--- config.mk ---
export PLATFORM = sky130hd
export DESIGN_NAME = ihm_host_port
export DESIGN_NICKNAME = d
export VERILOG_FILES = /design/src/ihm_pkg.sv /design/src/ihm_host_port.sv
export VERILOG_INCLUDE_DIRS = /design/src /design/src/src
export SDC_FILE = /design/constraint.sdc
export NUM_CORES = 1
export LEC_CHECK = 0
export ABC_AREA = 1
export BUFFER_PORTS_ARGS = -buffer_cell sky130_fd_sc_hd__buf_2
export CORE_MARGIN = 5
export CORE_UTILIZATION = 45
export DETAILED_ROUTE_END_ITERATION = 10
export GPL_ROUTABILITY_DRIVEN = 0
export MAX_ROUTING_LAYER = met4
export PLACE_DENSITY = 0.8
export SYNTH_ARGS = -nofsm -noshare
export SYNTH_HDL_FRONTEND = slang
export SYNTH_SLANG_ARGS = --single-unit
export TNS_END_PERCENT = 1
--- constraint.sdc ---
create_clock -name mclk -period 3.3 [get_ports mclk]
set_clock_uncertainty 0.1 [all_clocks]
set_input_delay 0.495 -clock mclk [delete_from_list [all_inputs] [get_ports mclk]]
set_output_delay 0.495 -clock mclk [all_outputs]
set_load 0.02 [all_outputs]
--- src/ihm_consts.svh ---
// Constants for the host memory port: timing, decode and pin counts.
// Assumes a single 125 MHz clock and host pins brought in raw from the board.
// Summary of operation
// - Data drivers on only during claimed reads
// - Pull channel ready low until done
// - Interrupt on one of six lines
// - Refresh cycles are never claimed
// - Strap selects card or ISA mode
// - Sleep indicator shows power down mode
// - Drive 17-bit local memory address
// - 8-bit two-way local data bus
// - Flash enable for core or host
// - SRAM enable for core or host
// - Aux enable for core accesses only
// - Output enable during local reads
// - Write enable during local writes
// - Test input enters manufacturing test mode
// - One main clock runs everything
// - Sleep timer counts 32 kHz crystal
`ifndef IHM_CONSTS_SVH
`define IHM_CONSTS_SVH
`define IHM_CLK_MHZ 125
`define IHM_LOCAL_ACC_NS 70
`define IHM_LOCAL_ACC_CYC ((`IHM_LOCAL_ACC_NS * `IHM_CLK_MHZ + 999) / 1000)
`define IHM_UPPER_W 7
`define IHM_LOWER_W 17
`define IHM_DATA_W 8
`define IHM_IRQ_LINES 6
`define IHM_IO_OFS_W 4
`define IHM_SLEEP_W 16
`define IHM_STRAP_ISA 1'b0
`endif

--- src/ihm_pkg.sv ---
// Types shared by the host memory port.
// Assumes the constants header is on the include path.
`include "ihm_consts.svh"
package ihm_pkg;
   // Host strobes and qualifiers as on the pins, active low where marked
   typedef struct packed {
      logic memr_n;
      logic memw_n;
      logic ior_n;
      logic iow_n;
      logic aen;
      logic bale;
      logic rfrsh_n;
   } ihm_strobe_t;
   // Owner of the local bus
   typedef enum logic [2:0] {
      ST_IDLE = 3'b000,
      ST_HACC = 3'b001,
      ST_HEND = 3'b010,
      ST_CACC = 3'b011,
      ST_CEND = 3'b100
   } ihm_state_t;
   // Local bus target
   typedef enum logic [1:0] {
      TGT_FLASH = 2'b00,
      TGT_SRAM = 2'b01,
      TGT_AUX = 2'b10
   } ihm_tgt_t;
endpackage : ihm_pkg

--- src/ihm_host_port.sv ---
// Host bus bridge: ISA decode, channel ready, interrupts, local memory bus, sleep.
// Assumes raw host pins at the ports and an embedded core on the user side.
`timescale 1ns/1ps
`include "ihm_consts.svh"
module ihm_host_port
   import ihm_pkg::*;
#(
   parameter logic [`IHM_UPPER_W-1:0] MEM_BASE = 7'h06,
   parameter logic [11:0] IO_BASE = 12'h030,
   parameter int LOCAL_WAIT = `IHM_LOCAL_ACC_CYC
) (
   // Clock and reset
   input wire logic mclk,
   input wire logic rst_n,
   // Host address, data and strobes
   input wire logic [`IHM_UPPER_W-1:0] host_upper_addr,
   input wire logic [`IHM_LOWER_W-1:0] host_lower_addr,
   input wire logic [`IHM_DATA_W-1:0] host_data_in,
   output logic [`IHM_DATA_W-1:0] host_data_out,
   output logic host_data_oe_n,
   input wire ihm_strobe_t host_strobes,
   output logic host_chrdy_out,
   output logic host_chrdy_oe_n,
   output logic [`IHM_IRQ_LINES-1:0] host_irq_out,
   output logic [`IHM_IRQ_LINES-1:0] host_irq_oe_n,
   // Straps, test and sleep pins
   input wire logic host_bus_select_strap,
   input wire logic test_mode_in,
   input wire logic sleep_crystal_pins,
   output logic sleep_indicator,
   output logic test_mode_active,
   output logic isa_mode_active,
   // Local memory bus
   output logic [`IHM_LOWER_W-1:0] local_mem_addr,
   input wire logic [`IHM_DATA_W-1:0] local_mem_data_in,
   output logic [`IHM_DATA_W-1:0] local_mem_data_out,
   output logic local_mem_data_oe_n,
   output logic flash_select_n,
   output logic sram_select_n,
   output logic aux_periph_select_n,
   output logic local_read_enable_n,
   output logic local_write_enable_n,
   // Core side: local access request
   input wire logic core_req,
   input wire logic core_we,
   input wire ihm_tgt_t core_tgt,
   input wire logic [`IHM_LOWER_W-1:0] core_addr,
   input wire logic [`IHM_DATA_W-1:0] core_wdata,
   output logic core_ack,
   output logic [`IHM_DATA_W-1:0] core_rdata,
   // Core side: host page choice, I/O window, interrupt and sleep control
   input wire logic host_page_sram,
   input wire logic [`IHM_DATA_W-1:0] io_rdata,
   output logic io_wr_pulse,
   output logic [`IHM_IO_OFS_W-1:0] io_wr_ofs,
   output logic [`IHM_DATA_W-1:0] io_wr_data,
   input wire logic irq_req,
   input wire logic irq_enable,
   input wire logic [2:0] irq_select,
   input wire logic sleep_req,
   input wire logic [`IHM_SLEEP_W-1:0] sleep_period,
   output logic sleep_wake
);
   initial begin
      if (LOCAL_WAIT < 1 || LOCAL_WAIT > 255) $error("LOCAL_WAIT out of range");
   end

   // Two-flop synchronisers on every host pin
   ihm_strobe_t stb_s1_r, stb_s2_r;
   logic [`IHM_UPPER_W-1:0] la_s1_r, la_s2_r;
   logic [`IHM_LOWER_W-1:0] sa_s1_r, sa_s2_r;
   logic [`IHM_DATA_W-1:0] sd_s1_r, sd_s2_r;
   logic [2:0] misc_s1_r, misc_s2_r;   // strap, test, crystal
   always_ff @(posedge mclk) begin
      if (!rst_n) begin
         stb_s1_r <= '{memr_n: 1'b1, memw_n: 1'b1, ior_n: 1'b1, iow_n: 1'b1, aen: 1'b1, bale: 1'b0, rfrsh_n: 1'b1};
         stb_s2_r <= '{memr_n: 1'b1, memw_n: 1'b1, ior_n: 1'b1, iow_n: 1'b1, aen: 1'b1, bale: 1'b0, rfrsh_n: 1'b1};
         la_s1_r <= '0;
         la_s2_r <= '0;
         sa_s1_r <= '0;
         sa_s2_r <= '0;
         sd_s1_r <= '0;
         sd_s2_r <= '0;
         misc_s1_r <= '0;
         misc_s2_r <= '0;
      end else begin
         stb_s1_r <= host_strobes;
         stb_s2_r <= stb_s1_r;
         la_s1_r <= host_upper_addr;
         la_s2_r <= la_s1_r;
         sa_s1_r <= host_lower_addr;
         sa_s2_r <= sa_s1_r;
         sd_s1_r <= host_data_in;
         sd_s2_r <= sd_s1_r;
         misc_s1_r <= {host_bus_select_strap, test_mode_in, sleep_crystal_pins};
         misc_s2_r <= misc_s1_r;
      end
   end

   // Upper address captured while the latch enable is high
   logic [`IHM_UPPER_W-1:0] la_hold_r;
   always_ff @(posedge mclk) begin
      if (!rst_n) begin
         la_hold_r <= '0;
      end else if (stb_s2_r.bale) begin
         la_hold_r <= la_s2_r;
      end
   end

   // Strap caught once the synchroniser holds the pin, not its reset value
   logic strap_done_r, isa_r, test_r;
   logic [1:0] strap_wait_r;   // Edges since reset release
   always_ff @(posedge mclk) begin
      if (!rst_n) begin
         strap_done_r <= 1'b0;
         isa_r <= 1'b0;
         strap_wait_r <= 2'b00;
      end else if (!strap_done_r) begin
         if (strap_wait_r == 2'b10) begin
            strap_done_r <= 1'b1;
            isa_r <= (misc_s2_r[2] == `IHM_STRAP_ISA);
         end else begin
            strap_wait_r <= strap_wait_r + 2'b01;
         end
      end
   end

   // Test mode follows its pin
   always_ff @(posedge mclk) begin
      if (!rst_n) begin
         test_r <= 1'b0;
      end else begin
         test_r <= misc_s2_r[1];
      end
   end

   // Host cycle decode
   logic live, refresh, mem_rd, mem_wr, mem_hit, host_go, io_hit, io_rd, io_wr;
   assign live = isa_r && strap_done_r && !test_r;
   assign refresh = !stb_s2_r.rfrsh_n;
   assign mem_rd = !stb_s2_r.memr_n;
   assign mem_wr = !stb_s2_r.memw_n;
   assign mem_hit = (la_hold_r == MEM_BASE);
   assign host_go = live && !refresh && mem_hit && (mem_rd || mem_wr);
   assign io_hit = live && !stb_s2_r.aen && (sa_s2_r[15:4] == IO_BASE);
   assign io_rd = io_hit && !stb_s2_r.ior_n;
   assign io_wr = io_hit && !stb_s2_r.iow_n;

   // Local bus state machine
   ihm_state_t state_r, state_nxt;
   logic [7:0] wait_r;
   logic host_wr_r, core_own_r;
   // One local access per host cycle
   always_comb begin
      state_nxt = state_r;
      case (state_r)
         ST_IDLE: begin
            if (host_go) begin
               state_nxt = ST_HACC;
            end else if (core_req) begin
               state_nxt = ST_CACC;
            end
         end
         ST_HACC: begin
            if (wait_r == 8'h00) state_nxt = ST_HEND;
         end
         ST_HEND: begin
            if (stb_s2_r.memr_n && stb_s2_r.memw_n) state_nxt = ST_IDLE;
         end
         ST_CACC: begin
            if (wait_r == 8'h00) state_nxt = ST_CEND;
         end
         ST_CEND: state_nxt = ST_IDLE;
         default: state_nxt = ST_IDLE;
      endcase
   end

   // State and wait counter
   always_ff @(posedge mclk) begin
      if (!rst_n) begin
         state_r <= ST_IDLE;
         wait_r <= 8'h00;
      end else begin
         state_r <= state_nxt;
         if (state_r == ST_IDLE) begin
            wait_r <= 8'(LOCAL_WAIT - 1);
         end else if (wait_r != 8'h00) begin
            wait_r <= wait_r - 8'h01;
         end
      end
   end

   // Local bus drive; one owner, one enable
   always_ff @(posedge mclk) begin
      if (!rst_n) begin
         local_mem_addr <= '0;
         local_mem_data_out <= '0;
         local_mem_data_oe_n <= 1'b1;
         flash_select_n <= 1'b1;
         sram_select_n <= 1'b1;
         aux_periph_select_n <= 1'b1;
         local_read_enable_n <= 1'b1;
         local_write_enable_n <= 1'b1;
         host_wr_r <= 1'b0;
         core_own_r <= 1'b0;
      end else if (state_r == ST_IDLE && state_nxt == ST_HACC) begin
         local_mem_addr <= sa_s2_r;
         local_mem_data_out <= sd_s2_r;
         local_mem_data_oe_n <= !mem_wr;
         flash_select_n <= host_page_sram;
         sram_select_n <= !host_page_sram;
         aux_periph_select_n <= 1'b1;
         local_read_enable_n <= mem_wr;
         local_write_enable_n <= !mem_wr;
         host_wr_r <= mem_wr;
         core_own_r <= 1'b0;
      end else if (state_r == ST_IDLE && state_nxt == ST_CACC) begin
         local_mem_addr <= core_addr;
         local_mem_data_out <= core_wdata;
         local_mem_data_oe_n <= !core_we;
         flash_select_n <= (core_tgt != TGT_FLASH);
         sram_select_n <= (core_tgt != TGT_SRAM);
         aux_periph_select_n <= (core_tgt != TGT_AUX);
         local_read_enable_n <= core_we;
         local_write_enable_n <= !core_we;
         core_own_r <= 1'b1;
      end else if (state_nxt == ST_HEND || state_nxt == ST_CEND) begin
         // Access over, release the bus
         local_mem_data_oe_n <= 1'b1;
         flash_select_n <= 1'b1;
         sram_select_n <= 1'b1;
         aux_periph_select_n <= 1'b1;
         local_read_enable_n <= 1'b1;
         local_write_enable_n <= 1'b1;
      end
   end

   // Read data return to core and host
   logic [`IHM_DATA_W-1:0] host_rd_r;
   always_ff @(posedge mclk) begin
      if (!rst_n) begin
         host_rd_r <= '0;
         core_rdata <= '0;
         core_ack <= 1'b0;
      end else begin
         core_ack <= (state_nxt == ST_CEND);
         if (state_r == ST_HACC && state_nxt == ST_HEND) host_rd_r <= local_mem_data_in;
         if (state_r == ST_CACC && state_nxt == ST_CEND) core_rdata <= local_mem_data_in;
      end
   end

   // Channel ready held low during the local access
   always_ff @(posedge mclk) begin
      if (!rst_n) begin
         host_chrdy_out <= 1'b0;
         host_chrdy_oe_n <= 1'b1;
      end else begin
         host_chrdy_out <= 1'b0;
         host_chrdy_oe_n <= (state_nxt != ST_HACC);
      end
   end

   // Host data drivers
   always_ff @(posedge mclk) begin
      if (!rst_n) begin
         host_data_out <= '0;
         host_data_oe_n <= 1'b1;
      end else if (state_r == ST_HEND && !host_wr_r && mem_rd) begin
         host_data_out <= host_rd_r;
         host_data_oe_n <= 1'b0;
      end else if (state_r == ST_IDLE && io_rd && !refresh) begin
         host_data_out <= io_rdata;
         host_data_oe_n <= 1'b0;
      end else begin
         host_data_oe_n <= 1'b1;
      end
   end

   // I/O write pulse on strobe assertion
   logic io_wr_d_r;
   always_ff @(posedge mclk) begin
      if (!rst_n) begin
         io_wr_d_r <= 1'b0;
         io_wr_pulse <= 1'b0;
         io_wr_ofs <= '0;
         io_wr_data <= '0;
      end else begin
         io_wr_d_r <= io_wr;
         io_wr_pulse <= io_wr && !io_wr_d_r && !refresh;
         if (io_wr && !io_wr_d_r) begin
            io_wr_ofs <= sa_s2_r[`IHM_IO_OFS_W-1:0];
            io_wr_data <= sd_s2_r;
         end
      end
   end

   // Interrupt line drive
   always_ff @(posedge mclk) begin
      if (!rst_n) begin
         host_irq_out <= '0;
         host_irq_oe_n <= '1;
      end else begin
         for (int i = 0; i < `IHM_IRQ_LINES; i++) begin
            host_irq_oe_n[i] <= !(live && irq_enable && irq_select == 3'(i));
            host_irq_out[i] <= irq_req;
         end
      end
   end

   // Sleep state and crystal-timed wake
   logic xtal_d_r, sleep_r;
   logic [`IHM_SLEEP_W-1:0] sleep_cnt_r;
   always_ff @(posedge mclk) begin
      if (!rst_n) begin
         xtal_d_r <= 1'b0;
         sleep_r <= 1'b0;
         sleep_cnt_r <= '0;
         sleep_wake <= 1'b0;
      end else begin
         xtal_d_r <= misc_s2_r[0];
         sleep_wake <= 1'b0;
         if (!sleep_r) begin
            sleep_cnt_r <= '0;
            sleep_r <= sleep_req;
         end else if (misc_s2_r[0] && !xtal_d_r) begin
            sleep_cnt_r <= sleep_cnt_r + 1'b1;
            if (sleep_cnt_r + 1'b1 >= sleep_period) begin
               sleep_r <= 1'b0;
               sleep_wake <= 1'b1;
            end
         end else if (!sleep_req) begin
            sleep_r <= 1'b0;
         end
      end
   end

   // Mode indicators
   always_ff @(posedge mclk) begin
      if (!rst_n) begin
         sleep_indicator <= 1'b0;
         test_mode_active <= 1'b0;
         isa_mode_active <= 1'b0;
      end else begin
         sleep_indicator <= sleep_r;
         test_mode_active <= test_r;
         isa_mode_active <= isa_r && strap_done_r;
      end
   end
endmodule : ihm_host_port

Word level (Yosys, flattened, before mapping). Index checks and enable logic that the tools add are counted.

Eq/ne operators: 18. Magnitude comparators: 1. Bitwise logic cells: 4. Multiplexer cells: 33. $add $sub $neg: 3. Reductions and logical operators: 63.

Operators with widths (number): $mux 17 (2); $mux 8 (4); $logic_and 1x1->1 (28); $mux 1 (19); $eq 3x2->1 const B (6); $logic_not 1->1 (17); $add 16x1->16 const B (1); $ge 16x16->1 (1); $mux 3 (5); $eq 12x6->1 const B (1); $pmux 3 s4 (1); $reduce_bool 2->1 (5); $eq 3x1->1 const B (3); $eq 3x3->1 const B (3); $logic_not 8->1 (1); $mux 4 (2); $reduce_bool 8->1 (1); $sub 8x1->8 const B (1); $eq 7x3->1 const B (1); $logic_not 3->1 (2); $reduce_and 2->1 (3); $not 1->1 (4); $reduce_or 2->1 (2); $ne 3x1->1 const B (1); 7 further kinds (8).

Register bits: 208.

Logic depth before layout (Yosys ltp).
Word-level depth: 12. Mapped depth: 17. Mapped depth without buffers: 17.

Least setup slack after synthesis. Ideal clock, no wire load.

Path kind: register to register. Start point: register sleep_cnt_r[0]. End point: register sleep_wake. Period minus slack after synthesis: 2.456 ns. Cell stages (with the launch flop): 18. Required time: 3.142 ns. Setup slack: 0.844 ns. Arrival: 2.297 ns. Path buffers: 0. Library setup time: 0.058 ns. Cell sequence: dfxtp_1 -> ha_1 -> nand3_1 -> nor3_2 -> nand3_1 -> nor2_1 -> nand3_1 -> xor2_1 -> inv_1 -> ha_1 -> nand2_1 -> inv_1 -> nand3_1 -> nor3_1 -> nand3_1 -> nand3_1 -> nand3_1 -> inv_1.

Longest elaborated chain between the ends: 3.

Ends and longest elaborated chain: start: declaration (RTL line ihm_host_port.sv:312) `` logic [`IHM_SLEEP_W-1:0] sleep_cnt_r; ``; start signal: assignment (RTL line ihm_host_port.sv:326) `sleep_cnt_r <= sleep_cnt_r + 1'b1;`; $add 16x1->16 (RTL line ihm_host_port.sv:327) `if (sleep_cnt_r + 1'b1 >= sleep_period) begin`; $ge 16x16->1 (RTL line ihm_host_port.sv:327); $mux 1 (RTL line ihm_host_port.sv:327); end signal: assignment (RTL line ihm_host_port.sv:318) `sleep_wake <= 1'b0;`; end signal: assignment (RTL line ihm_host_port.sv:321) `sleep_wake <= 1'b0;`; end signal: assignment (RTL line ihm_host_port.sv:329) `sleep_wake <= 1'b1;`; end: declaration (RTL line ihm_host_port.sv:62) `output logic sleep_wake`.

No other way between the ends. A chain may end at the register's enable or synchronous reset.

Final worst setup path. Ends and elaborated chain as after synthesis.

==> results.md <==
* Fraction of registers with async set or reset after synthesis at 0%
* Crit Reg-Reg Startpoint: sleep_cnt_r[0]
* Sequential area share after synthesis at 51.8%
* Final ANT Viol Nets at 0
* Worst Setup SP: sleep_cnt_r[0]
* Area leader, netlist: dfxtp_1
* Synth warnings at 0
* Combinational group share of total power at 21.6%
* Pwr Density at 718 nW/µm²
* Global Route Usage Sum at 18.2%
* Synth Net Count at 1162
* Top-area cell type share of the netlist area at 51.8%
* DR pass1 iterations at 5
* Final TNS setup at 0 ns
* Number of port buffers at 190
* Post-Place Cell Area at 9100 µm²
* TritonCTS Buffers at 22
* Register share of total power at 40.9%
* Clk_lat worst skew at 0.49 ns
* Worst hold path class: input pin to register
* Critical path arrival at 3.18 ns
* Clock slew at reported path FFs at 0.06 ns
* Die width at 144 µm
* Mapped Area at 8040 µm²
* CTS tree: done
* HPWL after DPL at 13500 µm
* CP endpoint kind: register
* Clock share of power at 37.4%
* Max Fanout on Critical Path at 4
* Top_reg_cell synth: dfxtp_1
* Tmin final at 2.84 ns
* Clock buffer depth at 3
* Tightest Pin Transition at 0.724 ns
* First-pass GRT wire length at 30400 µm
* Post-DR vias/cell at 4.82
* Commonest cells after routing, fill and taps aside: nand2_1 (212), dfxtp_1 (208), buf_2 (189), inv_1 (168), nor2_1 (97)
* # DRC at 0
* Hold buffer count at cts at 0
* Fillers at 1563
* GR Overflow Total at 0
* Status: complete, no violations
* Sink Count at 208
* Post-route cell area at 9910 µm²
* Post-cts resize count at 0
* Worst setup path endpoint: sleep_wake
* Routed wire length per instance at 13.1 µm
* Initial DRC count at 438
* CTS H-Tree Depth at 1
* Net switching power at 0.00215 W
* Seq cells post-synth at 208
* Synthesized instance count at 1031
* Final setup viols at 0
* Share of layout cells above drive strength 1 at 22.0%
* Largest net degree at the start of global routing at 65
* Final hold violation count at 0
* FMAX at 0.352 GHz
* Layout area overhead at 23.3%
* Io pins at 192
* Post-synth cell types at 35
* Clk root buf: clkbuf_16
* Period utilisation layout at 86.2%
* Row cnt at 48
* Static Leakage at 5.22 nW
* Die H at 144 µm
* FF-to-FF setup slack at 0.46 ns
* RSZ-0062 raised after global routing: false
* Synth top area cells: dfxtp_1 (52%), nand2_1 (9.9%), inv_1 (7.9%)
* Layout Cells excl Fill at 1446
* Final Max Tran Viols at 0
* Nets at 1335
* R2R cell count at 17
* Post-CTS setup buffers at 0
* Power Internal at 0.00497 W
* Initial antenna violation count at 1
* WS Path Type: register to register
* Placed Cells at 1405
* Worst endpoint required time at 3.64 ns
* Critical path launch point type: register
* Vias post-DR at 6976
* Switching Share at 30.3%
* Worst r2r dst: sleep_wake
* EDFF count, synth at 0
* Vias in the first global route at 6552
* Core Area at 17400 µm²
* VDD IR max at 0.427 mV
* Syn avg cell area at 7.80 µm²
* Most common cell after layout, fill and taps aside: nand2_1
* Final wirelength at 18900 µm
* Starting density of the core at 46.1%
* Die area at 20600 µm²
* Max Cap Viol at 0
* Slew headroom at 51.7%
## area by class of cell
class	count	area [µm²]	share of cell area, %
clock buffer	30	642	6.48
tap	225	282	2.84
antenna	1	2.50	0.0253
sequential	208	4160	42.0
multi-input combinational	602	3000	30.2
inverter	172	646	6.52
clock inverter	10	165	1.67
timing repair buffer	198	1010	10.2
## critical path, stage by stage, from the launching register on
cell	delay (ns)
dfxtp_1	0.39
ha_1	0.21
nand3_1	0.14
nor3_2	0.21
nand3_1	0.16
nor2_1	0.21
nand3_1	0.12
xor2_1	0.19
inv_1	0.07
ha_1	0.27
nand2_1	0.05
inv_1	0.05
nand3_1	0.07
nor3_1	0.21
nand3_1	0.10
nand3_1	0.12
nand3_1	0.07
inv_1	0.05
## per-layer routing
| layer | wire length, µm | GRT usage (%) | part of all wire (%) | up-vias |
|---|---|---|---|---|
| li1 | - | - | - | 3586 |
| met1 | 8080 | 23.2 | 43 | 3091 |
| met2 | 8820 | 29.8 | 47 | 248 |
| met3 | 1350 | 2.80 | 7.2 | 51 |
| met4 | 627 | 6.00 | 3.3 | 0 |
| met5 | 0 | - | 0 | - |
## power groups by stage
| stage | logic (W) | clock network (W) | registers, W |
|---|---|---|---|
| 6_report | 0.00154 | 0.00266 | 0.00291 |
| 5_1_grt | 0.00173 | 0.00282 | 0.00294 |
| 4_1_cts | 0.00154 | 0.00272 | 0.00291 |
| 3_5_place_dp | 0.00153 | 0 | 0.00296 |
| 3_3_place_gp | 0.00150 | 0 | 0.00296 |
| 2_1_floorplan | 0.00102 | 0 | 0.00309 |
## state kept, by name, summed over array words and instances, names as in the netlist, 16 cells and up
register,count
local_mem_addr,17
sa_s1_r,17
sa_s2_r,17
sleep_cnt_r,16
## through the flow
step | worst slack, ns | power (W) | hold slack, ns | utilization [%]
2_1_floorplan | 0.844 | 0.00411 | 0.290 | -
6_report | 0.455 | 0.00712 | 0.0825 | 56.9
4_1_cts | 0.474 | 0.00717 | 0.0629 | 56.9
3_3_place_gp | 0.654 | 0.00446 | 0.292 | 52.2
5_1_grt | 0.216 | 0.00750 | 0.0683 | 56.9
3_5_place_dp | 0.502 | 0.00450 | 0.295 | 52.2
## synthesized netlist by cell type, drive strengths merged, types with 2 or more instances
cell type	n
nor2	101
nand4	35
a21oi	52
nor3	24
xnor2	2
dfxtp	208
clkbuf	32
or2	15
o21ai	71
buf	17
inv	171
nand3	27
a31oi	20
nand2	218
ha	19
xor2	13
## cell families (layout without fill, tap and decap cells)
kind of cell	count (synthesis)	in the layout	share of synthesized area (%)
AO/OA/AOI/OAI	146	146	9.51
XOR/XNOR	15	15	1.63
adder cells (fa/ha/maj)	19	19	2.96
buffers and inverters	221	410	10.9
flip-flops	208	208	51.8
other	1	2	0.0467
AND/OR/NAND/NOR	421	421	23.1
## worst min path at each step
stage	startpoint	endpoint	depth (start not counted)
final	host_lower_addr[5]	sa_s1_r[5]	3
after global routing	host_lower_addr[4]	sa_s1_r[4]	3
after CTS	host_lower_addr[4]	sa_s1_r[4]	3
after detailed placement	la_s1_r[4]	la_s2_r[4]	2
after global placement	sa_s1_r[6]	sa_s2_r[6]	2
after floorplan	la_s1_r[0]	la_s2_r[0]	2
Power figures use the tool's default switching activity.
